--- src/ddl_pkg.sv ---
// Constants and types for the dual converter serial load control
package ddl_pkg;
	localparam int FRAME_BITS = 24;
	localparam int CNT_W = 5;
	localparam logic [CNT_W-1:0] CNT_LAST = 5'h17;
	localparam logic [CNT_W-1:0] CNT_ZERO = 5'h00;
	localparam int DATA_W = 16;
	localparam int CH_NUM = 2;
	localparam int CMD_MSB = 21;
	localparam int CMD_LSB = 19;
	localparam int ADDR_MSB = 18;
	localparam int ADDR_LSB = 16;
	localparam int FIFO_DEPTH = 16;
	localparam logic [DATA_W-1:0] ZERO_CODE = 16'h0000;
	localparam logic [CH_NUM-1:0] MASK_RESET = 2'h0;
	localparam logic [2:0] CMD_WR_INPUT = 3'h0;
	localparam logic [2:0] CMD_UPD_ONE = 3'h1;
	localparam logic [2:0] CMD_WR_UPD_ALL = 3'h2;
	localparam logic [2:0] CMD_WR_UPD_ONE = 3'h3;
	localparam logic [2:0] CMD_POWER = 3'h4;
	localparam logic [2:0] CMD_RESET = 3'h5;
	localparam logic [2:0] CMD_MASK = 3'h6;
	localparam logic [2:0] ADDR_A = 3'h0;
	localparam logic [2:0] ADDR_B = 3'h1;
	localparam logic [2:0] ADDR_ALL = 3'h7;
	typedef enum logic {RX_IDLE, RX_SHIFT} ddl_rx_state_t;
endpackage : ddl_pkg

--- src/ddl_top.sv ---
// Serial frame receiver, frame FIFO and converter register control
`timescale 1ns/10ps

module ddl_pin_sync #(
	parameter logic INIT = 1'b1
) (
	input wire logic i_clk,
	input wire logic i_rst_n,
	input wire logic i_pin,
	output logic o_level
);
	logic s1_reg, s2_reg, s3_reg, lvl_reg;
	// A change is taken only once the last two stages agree
	always_ff @(posedge i_clk) begin
		if (!i_rst_n) begin
			s1_reg <= INIT;
			s2_reg <= INIT;
			s3_reg <= INIT;
			lvl_reg <= INIT;
		end else begin
			s1_reg <= i_pin;
			s2_reg <= s1_reg;
			s3_reg <= s2_reg;
			lvl_reg <= (s2_reg == s3_reg) ? s3_reg : lvl_reg;
		end
	end
	assign o_level = lvl_reg;
endmodule : ddl_pin_sync

module ddl_fifo #(
	parameter int WIDTH = 24,
	parameter int DEPTH = 16
) (
	input wire logic i_clk,
	input wire logic i_rst_n,
	input wire logic i_flush,
	input wire logic i_valid,
	output logic o_ready,
	input wire logic [WIDTH-1:0] i_data,
	output logic o_valid,
	input wire logic i_ready,
	output logic [WIDTH-1:0] o_data
);
	localparam int AW = $clog2(DEPTH);
	logic [WIDTH-1:0] mem_reg [0:DEPTH-1];
	logic [AW-1:0] wr_reg, rd_reg;
	logic [AW:0] cnt_reg;
	wire wr_en = i_valid && o_ready;
	wire rd_en = o_valid && i_ready;
	// Count is one bit wider than the pointers, so full shows as DEPTH itself
	assign o_ready = (cnt_reg != (AW+1)'(DEPTH));
	assign o_valid = (cnt_reg != '0);
	assign o_data = mem_reg[rd_reg];
	always_ff @(posedge i_clk) begin
		if (wr_en) begin
			mem_reg[wr_reg] <= i_data;
		end
	end
	always_ff @(posedge i_clk) begin
		if (!i_rst_n || i_flush) begin
			wr_reg <= '0;
			rd_reg <= '0;
			cnt_reg <= '0;
		end else begin
			wr_reg <= wr_en ? wr_reg + 1'b1 : wr_reg;
			rd_reg <= rd_en ? rd_reg + 1'b1 : rd_reg;
			cnt_reg <= cnt_reg + {{AW{1'b0}}, wr_en} - {{AW{1'b0}}, rd_en};
		end
	end
endmodule : ddl_fifo

module ddl_top
	import ddl_pkg::*;
(
	input wire logic i_clk,
	input wire logic i_rst_n,
	input wire logic i_sync_n,
	input wire logic i_sclk,
	input wire logic i_din,
	input wire logic i_load_strobe_n,
	input wire logic i_async_clear_n,
	input wire logic i_exec_hold,
	output logic [DATA_W-1:0] o_dac_a,
	output logic [DATA_W-1:0] o_dac_b,
	output logic [DATA_W-1:0] o_power_word,
	output logic [CH_NUM-1:0] o_load_mask,
	output logic o_cleared,
	output logic o_rx_ready
);
	logic sync_lvl, sclk_lvl, din_lvl, load_lvl, clr_lvl;
	logic sync_prev_reg, sclk_prev_reg, clr_prev_reg;
	ddl_rx_state_t state_reg;
	logic [CNT_W-1:0] cnt_reg;
	logic [FRAME_BITS-1:0] shift_reg;
	logic push_reg, cleared_reg, rx_ready_reg;
	logic [DATA_W-1:0] inp_reg [0:CH_NUM-1];
	logic [DATA_W-1:0] dac_reg [0:CH_NUM-1];
	logic [DATA_W-1:0] inp_w [0:CH_NUM-1];
	logic [DATA_W-1:0] power_reg;
	logic [CH_NUM-1:0] mask_reg, sel, upd, follow;
	logic fifo_in_ready, fifo_valid;
	logic [FRAME_BITS-1:0] fifo_data;

	ddl_pin_sync #(.INIT(1'b1)) u_sync (.i_clk(i_clk), .i_rst_n(i_rst_n), .i_pin(i_sync_n),
		.o_level(sync_lvl));
	ddl_pin_sync #(.INIT(1'b1)) u_sclk (.i_clk(i_clk), .i_rst_n(i_rst_n), .i_pin(i_sclk),
		.o_level(sclk_lvl));
	ddl_pin_sync #(.INIT(1'b0)) u_din (.i_clk(i_clk), .i_rst_n(i_rst_n), .i_pin(i_din),
		.o_level(din_lvl));
	ddl_pin_sync #(.INIT(1'b1)) u_load (.i_clk(i_clk), .i_rst_n(i_rst_n),
		.i_pin(i_load_strobe_n), .o_level(load_lvl));
	ddl_pin_sync #(.INIT(1'b1)) u_clr (.i_clk(i_clk), .i_rst_n(i_rst_n),
		.i_pin(i_async_clear_n), .o_level(clr_lvl));

	always_ff @(posedge i_clk) begin
		if (!i_rst_n) begin
			sync_prev_reg <= 1'b1;
			sclk_prev_reg <= 1'b1;
			clr_prev_reg <= 1'b1;
		end else begin
			sync_prev_reg <= sync_lvl;
			sclk_prev_reg <= sclk_lvl;
			clr_prev_reg <= clr_lvl;
		end
	end

	wire sync_fall = sync_prev_reg && !sync_lvl;
	wire sync_rise = !sync_prev_reg && sync_lvl;
	wire sclk_fall = sclk_prev_reg && !sclk_lvl;
	// clear zeroes and flushes on its fall; its low level also blocks the load strobe
	wire clr_fall = clr_prev_reg && !clr_lvl;
	wire last_bit = (cnt_reg == CNT_LAST);

	// Frame receiver; sync fall beats a coincident clock edge
	always_ff @(posedge i_clk) begin
		if (!i_rst_n) begin
			state_reg <= RX_IDLE;
			cnt_reg <= CNT_ZERO;
			shift_reg <= '0;
			push_reg <= 1'b0;
		end else begin
			push_reg <= 1'b0;
			if (clr_fall) begin
				state_reg <= RX_IDLE;
			end else if (sync_fall) begin
				state_reg <= RX_SHIFT;
				cnt_reg <= CNT_ZERO;
			end else if (state_reg == RX_SHIFT) begin
				if (sync_rise) begin
					state_reg <= RX_IDLE;
				end else if (sclk_fall) begin
					shift_reg <= {shift_reg[FRAME_BITS-2:0], din_lvl};
					cnt_reg <= cnt_reg + 1'b1;
					if (last_bit) begin
						push_reg <= 1'b1;
						state_reg <= RX_IDLE;
					end
				end
			end
		end
	end

	// Pending frames are flushed by clear, so none of them executes after it
	ddl_fifo #(.WIDTH(FRAME_BITS), .DEPTH(FIFO_DEPTH)) u_fifo (
		.i_clk(i_clk),
		.i_rst_n(i_rst_n),
		.i_flush(clr_fall),
		.i_valid(push_reg),
		.o_ready(fifo_in_ready),
		.i_data(shift_reg),
		.o_valid(fifo_valid),
		.i_ready(!i_exec_hold),
		.o_data(fifo_data)
	);

	wire [2:0] cmd = fifo_data[CMD_MSB:CMD_LSB];
	wire [2:0] addr = fifo_data[ADDR_MSB:ADDR_LSB];
	wire [DATA_W-1:0] data = fifo_data[DATA_W-1:0];
	// execute completed frame
	// Clear wins over a same-cycle execute, so power and mask stay untouched too
	wire exec_fire = fifo_valid && !i_exec_hold && !clr_fall;
	wire do_write = (cmd == CMD_WR_INPUT) || (cmd == CMD_WR_UPD_ALL) || (cmd == CMD_WR_UPD_ONE);
	wire upd_sel = (cmd == CMD_UPD_ONE) || (cmd == CMD_WR_UPD_ONE);
	wire upd_all = (cmd == CMD_WR_UPD_ALL);
	wire do_reset = exec_fire && (cmd == CMD_RESET);
	wire do_power = exec_fire && (cmd == CMD_POWER);
	wire do_mask = exec_fire && (cmd == CMD_MASK);
	wire ld_active = !load_lvl && clr_lvl;
	assign sel[0] = (addr == ADDR_A) || (addr == ADDR_ALL);
	assign sel[1] = (addr == ADDR_B) || (addr == ADDR_ALL);

	for (genvar ch = 0; ch < CH_NUM; ch++) begin : g_ch
		assign inp_w[ch] = (exec_fire && do_write && sel[ch]) ? data : inp_reg[ch];
		assign upd[ch] = exec_fire && (upd_all || (upd_sel && sel[ch]));
		assign follow[ch] = ld_active || mask_reg[ch];
		always_ff @(posedge i_clk) begin
			if (!i_rst_n || clr_fall || do_reset) begin
				inp_reg[ch] <= ZERO_CODE;
				dac_reg[ch] <= ZERO_CODE;
			end else begin
				inp_reg[ch] <= inp_w[ch];
				dac_reg[ch] <= upd[ch] ? inp_w[ch] : (follow[ch] ? inp_reg[ch] : dac_reg[ch]);
			end
		end
	end

	always_ff @(posedge i_clk) begin
		if (!i_rst_n || do_reset) begin
			power_reg <= ZERO_CODE;
			mask_reg <= MASK_RESET;
		end else begin
			power_reg <= do_power ? data : power_reg;
			mask_reg <= do_mask ? data[CH_NUM-1:0] : mask_reg;
		end
	end

	// clear mode until frame; set wins
	always_ff @(posedge i_clk) begin
		if (!i_rst_n) begin
			cleared_reg <= 1'b0;
			rx_ready_reg <= 1'b1;
		end else begin
			cleared_reg <= clr_fall || (cleared_reg && !exec_fire);
			rx_ready_reg <= fifo_in_ready;
		end
	end

	assign o_dac_a = dac_reg[0];
	assign o_dac_b = dac_reg[1];
	assign o_power_word = power_reg;
	assign o_load_mask = mask_reg;
	assign o_cleared = cleared_reg;
	assign o_rx_ready = rx_ready_reg;
endmodule : ddl_top

--- config.mk ---
export PLATFORM = sky130hd
export DESIGN_NAME = ddl_top
export DESIGN_NICKNAME = d
export VERILOG_FILES = /design/src/ddl_pkg.sv /design/src/ddl_top.sv
export SDC_FILE = /design/constraint.sdc
export NUM_CORES = 1
export LEC_CHECK = 0
export BUFFER_PORTS_ARGS = -buffer_cell sky130_fd_sc_hd__buf_2
export CAP_MARGIN = 20
export CORE_MARGIN = 4
export CORE_UTILIZATION = 39
export CTS_CLUSTER_SIZE = 25
export DETAILED_ROUTE_END_ITERATION = 10
export GPL_TIMING_DRIVEN = 0
export PLACE_DENSITY = 0.61
export SETUP_SLACK_MARGIN = 0.2
export SYNTH_ARGS = -nofsm -noshare
export SYNTH_HDL_FRONTEND = slang
export SYNTH_SLANG_ARGS = --single-unit
--- constraint.sdc ---
create_clock -name i_clk -period 3.8 [get_ports i_clk]
set_input_delay 0.38 -clock i_clk [delete_from_list [all_inputs] [get_ports i_clk]]
set_output_delay 0.38 -clock i_clk [all_outputs]
set_load 0.02 [all_outputs]
# Yosys cells after proc, flatten, opt, wreduce, memory -nomap -nowiden
# Memories as Yosys holds them, arrays and structs flattened. A register that Yosys moved wholly into a read port is not among the register bits.
# Cells that the tools add are included.
dict set report totals {
  register_bits 87
  input_bits 8
  mem_bits_rw 448
  out_inout_bits 52
  wordCells 145
  n_memories 3
}
# memory words word_bits read_ports rd_ports_with_merged_regs write_ports line
set memory_table {}
lappend memory_table {u_fifo.mem_reg 16 24 1 1 1 ddl_top.sv:45} ;# logic [WIDTH-1:0] mem_reg [0:DEPTH-1];
lappend memory_table {dac_reg 2 16 2 0 2 ddl_top.sv:97} ;# logic [DATA_W-1:0] dac_reg [0:CH_NUM-1];
lappend memory_table {inp_reg 2 16 2 0 2 ddl_top.sv:96} ;# logic [DATA_W-1:0] inp_reg [0:CH_NUM-1];
dict set report op_classes {
  mux 27
  addsub 5
  n_eq_ne 16
  n_bitwise 10
  n_reduce_logical 50
}
# op count
set ops {}
lappend ops {{$mux W16} 10}
lappend ops {{$mux W5} 4}
lappend ops {{$logic_and A1 B1 Y1} 19}
lappend ops {{$logic_or A1 B1 Y1} 13}
lappend ops {{$eq A3 B3 Y1 const B} 4}
lappend ops {{$mux W1} 11}
lappend ops {{$logic_not A1 Y1} 9}
lappend ops {{$add A4 B1 Y4 const B} 2}
lappend ops {{$mux W4} 2}
lappend ops {{$eq A3 B1 Y1 const B} 2}
lappend ops {{$eq A3 B2 Y1 const B} 2}
lappend ops {{$logic_not A3 Y1} 2}
lappend ops {{$not A1 Y1} 6}
lappend ops {{$reduce_or A6 Y1} 1}
lappend ops {{$add A5 B1 Y5} 1}
lappend ops {{$add A5 B1 Y5 const B} 1}
lappend ops {{$eq A1 B1 Y1} 5}
lappend ops {{$eq A5 B5 Y1 const B} 1}
lappend ops {{$ne A5 B5 Y1 const B} 1}
lappend ops {{$reduce_and A5 Y1} 1}
lappend ops {{$reduce_bool A5 Y1} 1}
lappend ops {{$sub A5 B1 Y5} 1}
lappend ops {{$or A1 B1 Y1} 4}
lappend ops {{$reduce_and A4 Y1} 1}
lappend ops {{3 further kinds} 4}

# Depth between registers and ports, before layout
# Gate-level depths: netlist (run 1).
dict set report depth {
  word_depth 9
  ltp_mapped 12
  ltp_nobuf 12
}

# Hierarchy
# A second synthesis (run 1) with hierarchy kept.
dict set report unflattened {
  hier_cells 1277
  hier_area_um2 20603.5
}
# module cells_per_inst seq_area_each_um2 area_each_um2 instances
set modules_own_cells {}
lappend modules_own_cells {ddl_fifo 701 11871.4 15283.4 1}
lappend modules_own_cells {ddl_top 526 2362.3 4753.3 1}
lappend modules_own_cells {{ddl_pin_sync (u_clr ...)} 10 80.1 112.6 4}
lappend modules_own_cells {{ddl_pin_sync (u_din)} 10 80.1 116.4 1}

# Least setup slack after synthesis (run 1)
# No wires, ideal clock.
dict set report synth_timing {
  path_kind {reg-to-reg}
  from {register u_fifo.cnt_reg[2]}
  to {memory u_fifo.mem_reg[3][0], enable pin}
  arrival_time_ps 2878
  path_slack_ps 494
  setup_time_ps 429
  period_less_slack_ps 3306
  stages_incl_launch_ff 6
  cell_sequence {dfxtp_1 -> inv_1 -> ha_1 -> a31oi_1 -> nand2_1 -> nor3_1}
}
dict set report synth_between {
  elab_chain_cells 4
}
# item line
set synth_rtl {}
lappend synth_rtl {{start, declared} ddl_top.sv:47} ;# logic [AW:0] cnt_reg;
lappend synth_rtl {{start signal, assigned} ddl_top.sv:67} ;# cnt_reg <= cnt_reg + {{AW{1'b0}}, wr_en} - {{AW{1'b0}}, rd_en};
lappend synth_rtl {{$ne A5 B5 Y1} ddl_top.sv:51} ;# assign o_ready = (cnt_reg != (AW+1)'(DEPTH));
lappend synth_rtl {{$logic_and A1 B1 Y1} ddl_top.sv:48} ;# wire wr_en = i_valid && o_ready;
lappend synth_rtl {{via u_fifo.wr_en} ddl_top.sv:48}
lappend synth_rtl {{$mux W1} ddl_top.sv:55} ;# if (wr_en) begin
lappend synth_rtl {{$mux W1 (implied by the code)} ddl_top.sv:56} ;# mem_reg[wr_reg] <= i_data;
lappend synth_rtl {{end, declared} ddl_top.sv:45}
# The timed path passes the listed nets, and every way through them passes these cells.

==> results of run 1 <==
-- per-stage QoR --
step | setup slack [ns] | TNS (ns) | instance area [µm²] | total power, mW
after floorplan | 0.4937 | 0 | 19550 | 5.968
after global placement | -1.857 | -239.26 | 20670 | 5.990
after detailed placement | -0.2474 | -12.42 | 21080 | 5.991
after CTS | 0.2375 | 0 | 22780 | 10.83
after global routing | 0.2011 | 0 | 22850 | 11.07
final | 0.3903 | 0 | 22850 | 10.72
-- repair_timing --
action | 4_1_cts | 5_1_grt
pin swaps | 0 | 1
endpoints found under the setup margin | 82 | 41
endpoints found under the hold margin | 5 | 0
hold buffers | 5 | 0
setup buffers | 0 | 4
gates resized for setup | 15 | 11
-- logic make-up (layout without fill, tap and decap cells) --
family | count (synthesis) | count (layout) | synth area share
buf+inv | 79 | 263 | 0.02003
fa+ha+maj | 15 | 15 | 0.009985
mux | 180 | 180 | 0.1586
flops | 505 | 505 | 0.6974
compound gates | 122 | 122 | 0.05101
simple gates | 244 | 244 | 0.05761
xor+xnor | 12 | 12 | 0.005376
-- layer usage --
metal  up-vias  routed length (µm)  part of all wire  track usage
met4         0                 861             0.020      0.04334
li1       4803                   -                 -            -
met3        67                2447             0.057      0.03042
met2       271               20630              0.48       0.2667
met1      5373               19220              0.45       0.2243
met5         -                   0                 0            0
-- report_power, final --
| group | switching (mW) | internal [mW] | leakage (nW) | total [mW] |
|---|---|---|---|---|
| Combinational | 0.0391 | 0.0207 | 2.47 | 0.0598 |
| Sequential | 0.00227 | 5.82 | 4.50 | 5.82 |
| Clock | 2.07 | 2.77 | 0.779 | 4.84 |
-- path summary, 6_finish.rpt --
path,endpoint,cells past startpoint,from
worst min-delay path,o_cleared,3,i_exec_hold
worst max register to register,o_power_word[9],9,flop
worst min register to register,u_sclk.s2_reg,1,u_sclk.s1_reg
worst max-delay path,o_power_word[9],9,flop
-- placed cells by master (no fill, tap or decap), types with 11 or more instances in the layout --
master and instances:
a211oi_1 21, a211oi_2 11, a21boi_0 25, a221oi_1 21, buf_2 71, buf_6 14, clkbuf_1 46, clkbuf_16 52
dfxtp_1 153, edfxtp_1 352, ha_1 14, inv_1 16, mux2_2 17, mux2i_1 63, mux4_2 93, nand2_1 60
nand2b_1 20, nor2_1 77, nor2_4 12, nor2b_1 23, nor3_1 19
-- worst max-delay path, delay by kind of cell (launching register included) --
| family | cells | cell delay [ns] |
|---|---|---|
| DFF | 1 | 0.44 |
| and+or+nand+nor | 3 | 0.51 |
| muxes | 4 | 1.33 |
| buffers and inverters | 2 | 0.99 |
-- layout make-up --
class | instances | share of cell area
inverter | 16 | 0.002628
clock buffer | 73 | 0.06083
multi-input combinational | 573 | 0.2485
buffer | 63 | 0.01566
tap | 664 | 0.03635
sequential | 505 | 0.5966
timing repair buffer | 87 | 0.02989
clock inverter | 24 | 0.009581
==> flow_summary.ini, run 1 <==
[outcome]
status = finished clean

[clock_tree]
cts_root_buf = clkbuf_16
clk_pin_slew_ns = 0.06
clock_latency_ns = 0.59
cts_sinks = 505
cts-buffers-inserted = 52
cts_tree = yes
clock_path_buffers = 3
h-tree-depth = 2

[layout]
n_fill_cell = 4237
areaGrowthSynthToFinish_pct = 16.90
layoutNonFillerInstCount = 2005
largest_reg_flops = 352
diodes = 0
layout-drive-gt1-share = 0.2483
multi_input_area_mm2 = 0.005679
seq_area_mm2 = 0.01363
nNetsFinal = 1321
finish.utilization = 0.4640

[setup_path]
worstPathArrival_ns = 3.88
critPathLaunchType = flop
max_stage_delay_ns = 0.64
path_max_fanout = 10
required_ns = 4.27
cp_cell_sequence = clkbuf_2 -> mux4_1 -> mux2i_1 -> mux2_2 -> nor3_1 -> nand2_1 -> clkbuf_1 -> mux2i_1 -> nor2_1
cpMostUsedCell = mux2i_1
crit_type = flop to flop
cp-end-kind = flop
cp_slowest_cell = clkbuf_1
r2r_setup_slack_ns = 0.39

[routing]
route.vias.total = 10514
drt-total-wl_um = 43160
drt_pass1_iterations = 5
drcViolationCount = 0
drt_iter0_drc = 920
ant_nets = 0
wire_per_inst_um = 21.53
via_per_inst = 5.244

[floorplan]
die-area_mm2 = 0.05377
rows = 81
die_h_um = 231.9
start_util = 0.3969
io_pins = 60
die_w_um = 231.9
core_area_mm2 = 0.04925

[placed_design]
dp_hpwl_um = 28000
dp_cells = 1898
port_buffers = 58
gp_congestion = 0.7737

[synthesis]
yosysWarnings = 0
synth-seq-area-share = 0.6974
async_reset_ff_frac = 0
postSynthCellCount = 1157
synth.avg_cell_area_um2 = 16.90
synth_ff_type = edfxtp_1
synth_seq_cells = 505
yosysTopAreaCell = edfxtp_1
synthDistinctLibCells = 56
synth_common_cells = 352 x edfxtp_1, 153 x dfxtp_1, 93 x mux4_2
synth_top_area_frac = 0.5407
synth_edf_count = 352
synth.top_cells.by_area = edfxtp_1 54%, dfxtp_1 16%, mux4_2 11%, mux2i_1 3.2%, nor2_1 1.7%
syn_area_mm2 = 0.01955
yosysMostFrequentCell = edfxtp_1
mappedNetlistNets = 1180

[timing]
hold_violations = 0
worst_pin_slew_ns = 0.9861
period_needed_ns = 3.410
finClkSkew_ns = 0.01822
grt_setup_unrepaired = false
period_share = 0.8973
slew_headroom = 0.3411
slew_violations = 0
fmax_mhz = 293.3
whs_ns = 0.1753
setup_viol = 0

[power_and_ir_drop]
peakVddDrop_mv = 0.3309
p_per_area_mw_per_mm2 = 469.0
leakagePower_nw = 7.747

[run]
cap_violations = 0

[grt]
grt-ovfl-total = 0
grt_pass1_wl_um = 66030
grt_max_degree = 23
antenna_found_initial = 0
grt_use_total = 0.1624
grt_pass1_vias = 10759

[hold_path]
hp-class = input pin to flop
Power figures use the tool's default switching activity.
==> run 2: changes to the inputs <==
--- a/config.mk
+++ b/config.mk
@@ -8,11 +8,11 @@
 export BUFFER_PORTS_ARGS = -buffer_cell sky130_fd_sc_hd__buf_2
 export CAP_MARGIN = 20
 export CORE_MARGIN = 4
-export CORE_UTILIZATION = 39
+export CORE_UTILIZATION = 45
 export CTS_CLUSTER_SIZE = 25
 export DETAILED_ROUTE_END_ITERATION = 10
 export GPL_TIMING_DRIVEN = 0
-export PLACE_DENSITY = 0.61
+export PLACE_DENSITY = 0.63
 export SETUP_SLACK_MARGIN = 0.2
 export SYNTH_ARGS = -nofsm -noshare
 export SYNTH_HDL_FRONTEND = slang
==> flow_summary.ini, run 2 (same netlist as run 1, synthesis figures left out) <==
[setup_path]
critPathLaunchType = flop
r2r_setup_slack_ns = 0.38
cp-end-kind = flop
path_max_fanout = 10
r2r-end = dac_reg[0][7]
reg2reg_depth = 9
crit_type = flop to flop
required_ns = 4.25
worstPathArrival_ns = 3.87

[timing]
slew_headroom = 0.3006
hold_violations = 0
period_needed_ns = 3.419
setup_viol = 0
period_share = 0.8996
fmax_mhz = 292.5
worst_pin_slew_ns = 1.047
slew_violations = 0
timing.setup.tns_ns = 0
finClkSkew_ns = 0.01517
grt_setup_unrepaired = true

[floorplan]
rows = 76
die-area_mm2 = 0.04684
die_h_um = 216.4
die_w_um = 216.4
core_area_mm2 = 0.04298
io_pins = 60
start_util = 0.4548

[layout]
nNetsFinal = 1313
areaGrowthSynthToFinish_pct = 16.46
finish.utilization = 0.5297
design_area_mm2 = 0.02277
largest_reg_flops = 352
layout-drive-gt1-share = 0.2545
diodes = 0
layoutNonFillerInstCount = 1917
layout_common_cells = 352 x edfxtp_1, 153 x dfxtp_1, 93 x mux4_2, 77 x nor2_1, 74 x buf_2
layout_commonest_cell = edfxtp_1

[power_and_ir_drop]
finalPower_mw = 10.91
leakagePower_nw = 7.765
peakVddDrop_mv = 0.2923
p_per_area_mw_per_mm2 = 479.3

[hold_path]
worstHoldEndpoint = o_cleared
hold_start = i_exec_hold
hp-class = input pin to flop
holdPathStages = 3

[grt]
grt_pass1_wl_um = 65750
grt_pass1_vias = 10629
grt_use_total = 0.1852
grt-ovfl-total = 0
antenna_found_initial = 0
grt_max_degree = 23

[clock_tree]
clock_latency_ns = 0.59
cts_tree = yes
cts_root_buf = clkbuf_16
clk_pin_slew_ns = 0.06
cts_sinks = 505
cts-buffers-inserted = 50
clock_path_buffers = 3
h-tree-depth = 2

[placed_design]
dp_cells = 1815
port_buffers = 58
dp_hpwl_um = 28020
gp_congestion = 0.7993
dpl_cell_area_mm2 = 0.02094

[outcome]
status = finished clean

[routing]
wl_met1_um = 18730
wl_met2_um = 20850
ant_nets = 0
wire_per_inst_um = 22.39
drt_iter0_drc = 854
wl_met3_um = 2516
drcViolationCount = 0
drt-total-wl_um = 42930
maxUsedRoutingLayer = met4
via_per_inst = 5.521
drt_pass1_iterations = 5
route.vias.total = 10583

[run]
cap_violations = 0
-- run 2: cell count changes in the layout (fill, tap and decap cells not counted), sizes merged --
cell	delta
clkinvlp	+2
buf	-5
inv	-2
clkinv	+1
bufinv	+3
clkbuf	-8
-- run 2: how the worst max path moves through the flow --
stage / endpoint / slack [ns] / cells past startpoint
after global placement: u_fifo.mem_reg[0][9] / -1.71 / 5
after global routing: dac_reg[1][8] / 0.17 / 10
final: dac_reg[0][7] / 0.38 / 9
after floorplan: u_fifo.mem_reg[3][0] / 0.49 / 5
after CTS: dac_reg[1][7] / 0.20 / 10
after detailed placement: dac_reg[1][7] / -0.22 / 10
-- run 2: area by class of cell --
| cell class | count | area, µm² |
|---|---|---|
| buffer | 63 | 350.3 |
| clock buffer | 66 | 1395 |
| clock inverter | 28 | 287.8 |
| fill | 3473 | 20210 |
| inverter | 16 | 60.06 |
| multi-input combinational | 573 | 5687 |
| sequential | 505 | 13630 |
| tap | 585 | 732.0 |
| timing repair buffer | 81 | 621.8 |
-- run 2: stage by stage --
step | hold WS (ns) | setup WS (ns)
final | 0.1692 | 0.3813
after global routing | 0.1792 | 0.1680
after CTS | 0.1362 | 0.2008
after detailed placement | 0.3909 | -0.2178
after global placement | 0.3909 | -1.707
after floorplan | 0.3863 | 0.4937
-- run 2: what timing repair did --
action | CTS | global route
pin swaps | 0 | 1
hold buffers | 5 | 0
hold endpoints to repair | 5 | 0
setup endpoints to repair | 82 | 71
resized for setup | 11 | 16
setup buffers | 0 | 3
-- run 2: worst max-delay path: stages, from the launching register on --
cell and delay (ns):
dfxtp_1 0.36, buf_6 0.21, buf_12 0.18, buf_8 0.18, clkbuf_2 0.34, buf_2 0.48
mux4_2 0.56, mux4_2 0.56, mux2i_1 0.29, a211oi_2 0.11
-- run 2: per-layer routing --
metal | GRT usage | up-vias
li1 | - | 4776
met1 | 0.2554 | 5433
met2 | 0.3071 | 317
met3 | 0.03393 | 57
met4 | 0.04929 | 0
met5 | 0 | -
-- run 2: power by group --
group          switching, mW  internal [mW]
combinational         0.0382         0.0201
clock                   2.05           2.99
sequential           0.00235           5.81
total                   2.09           8.82
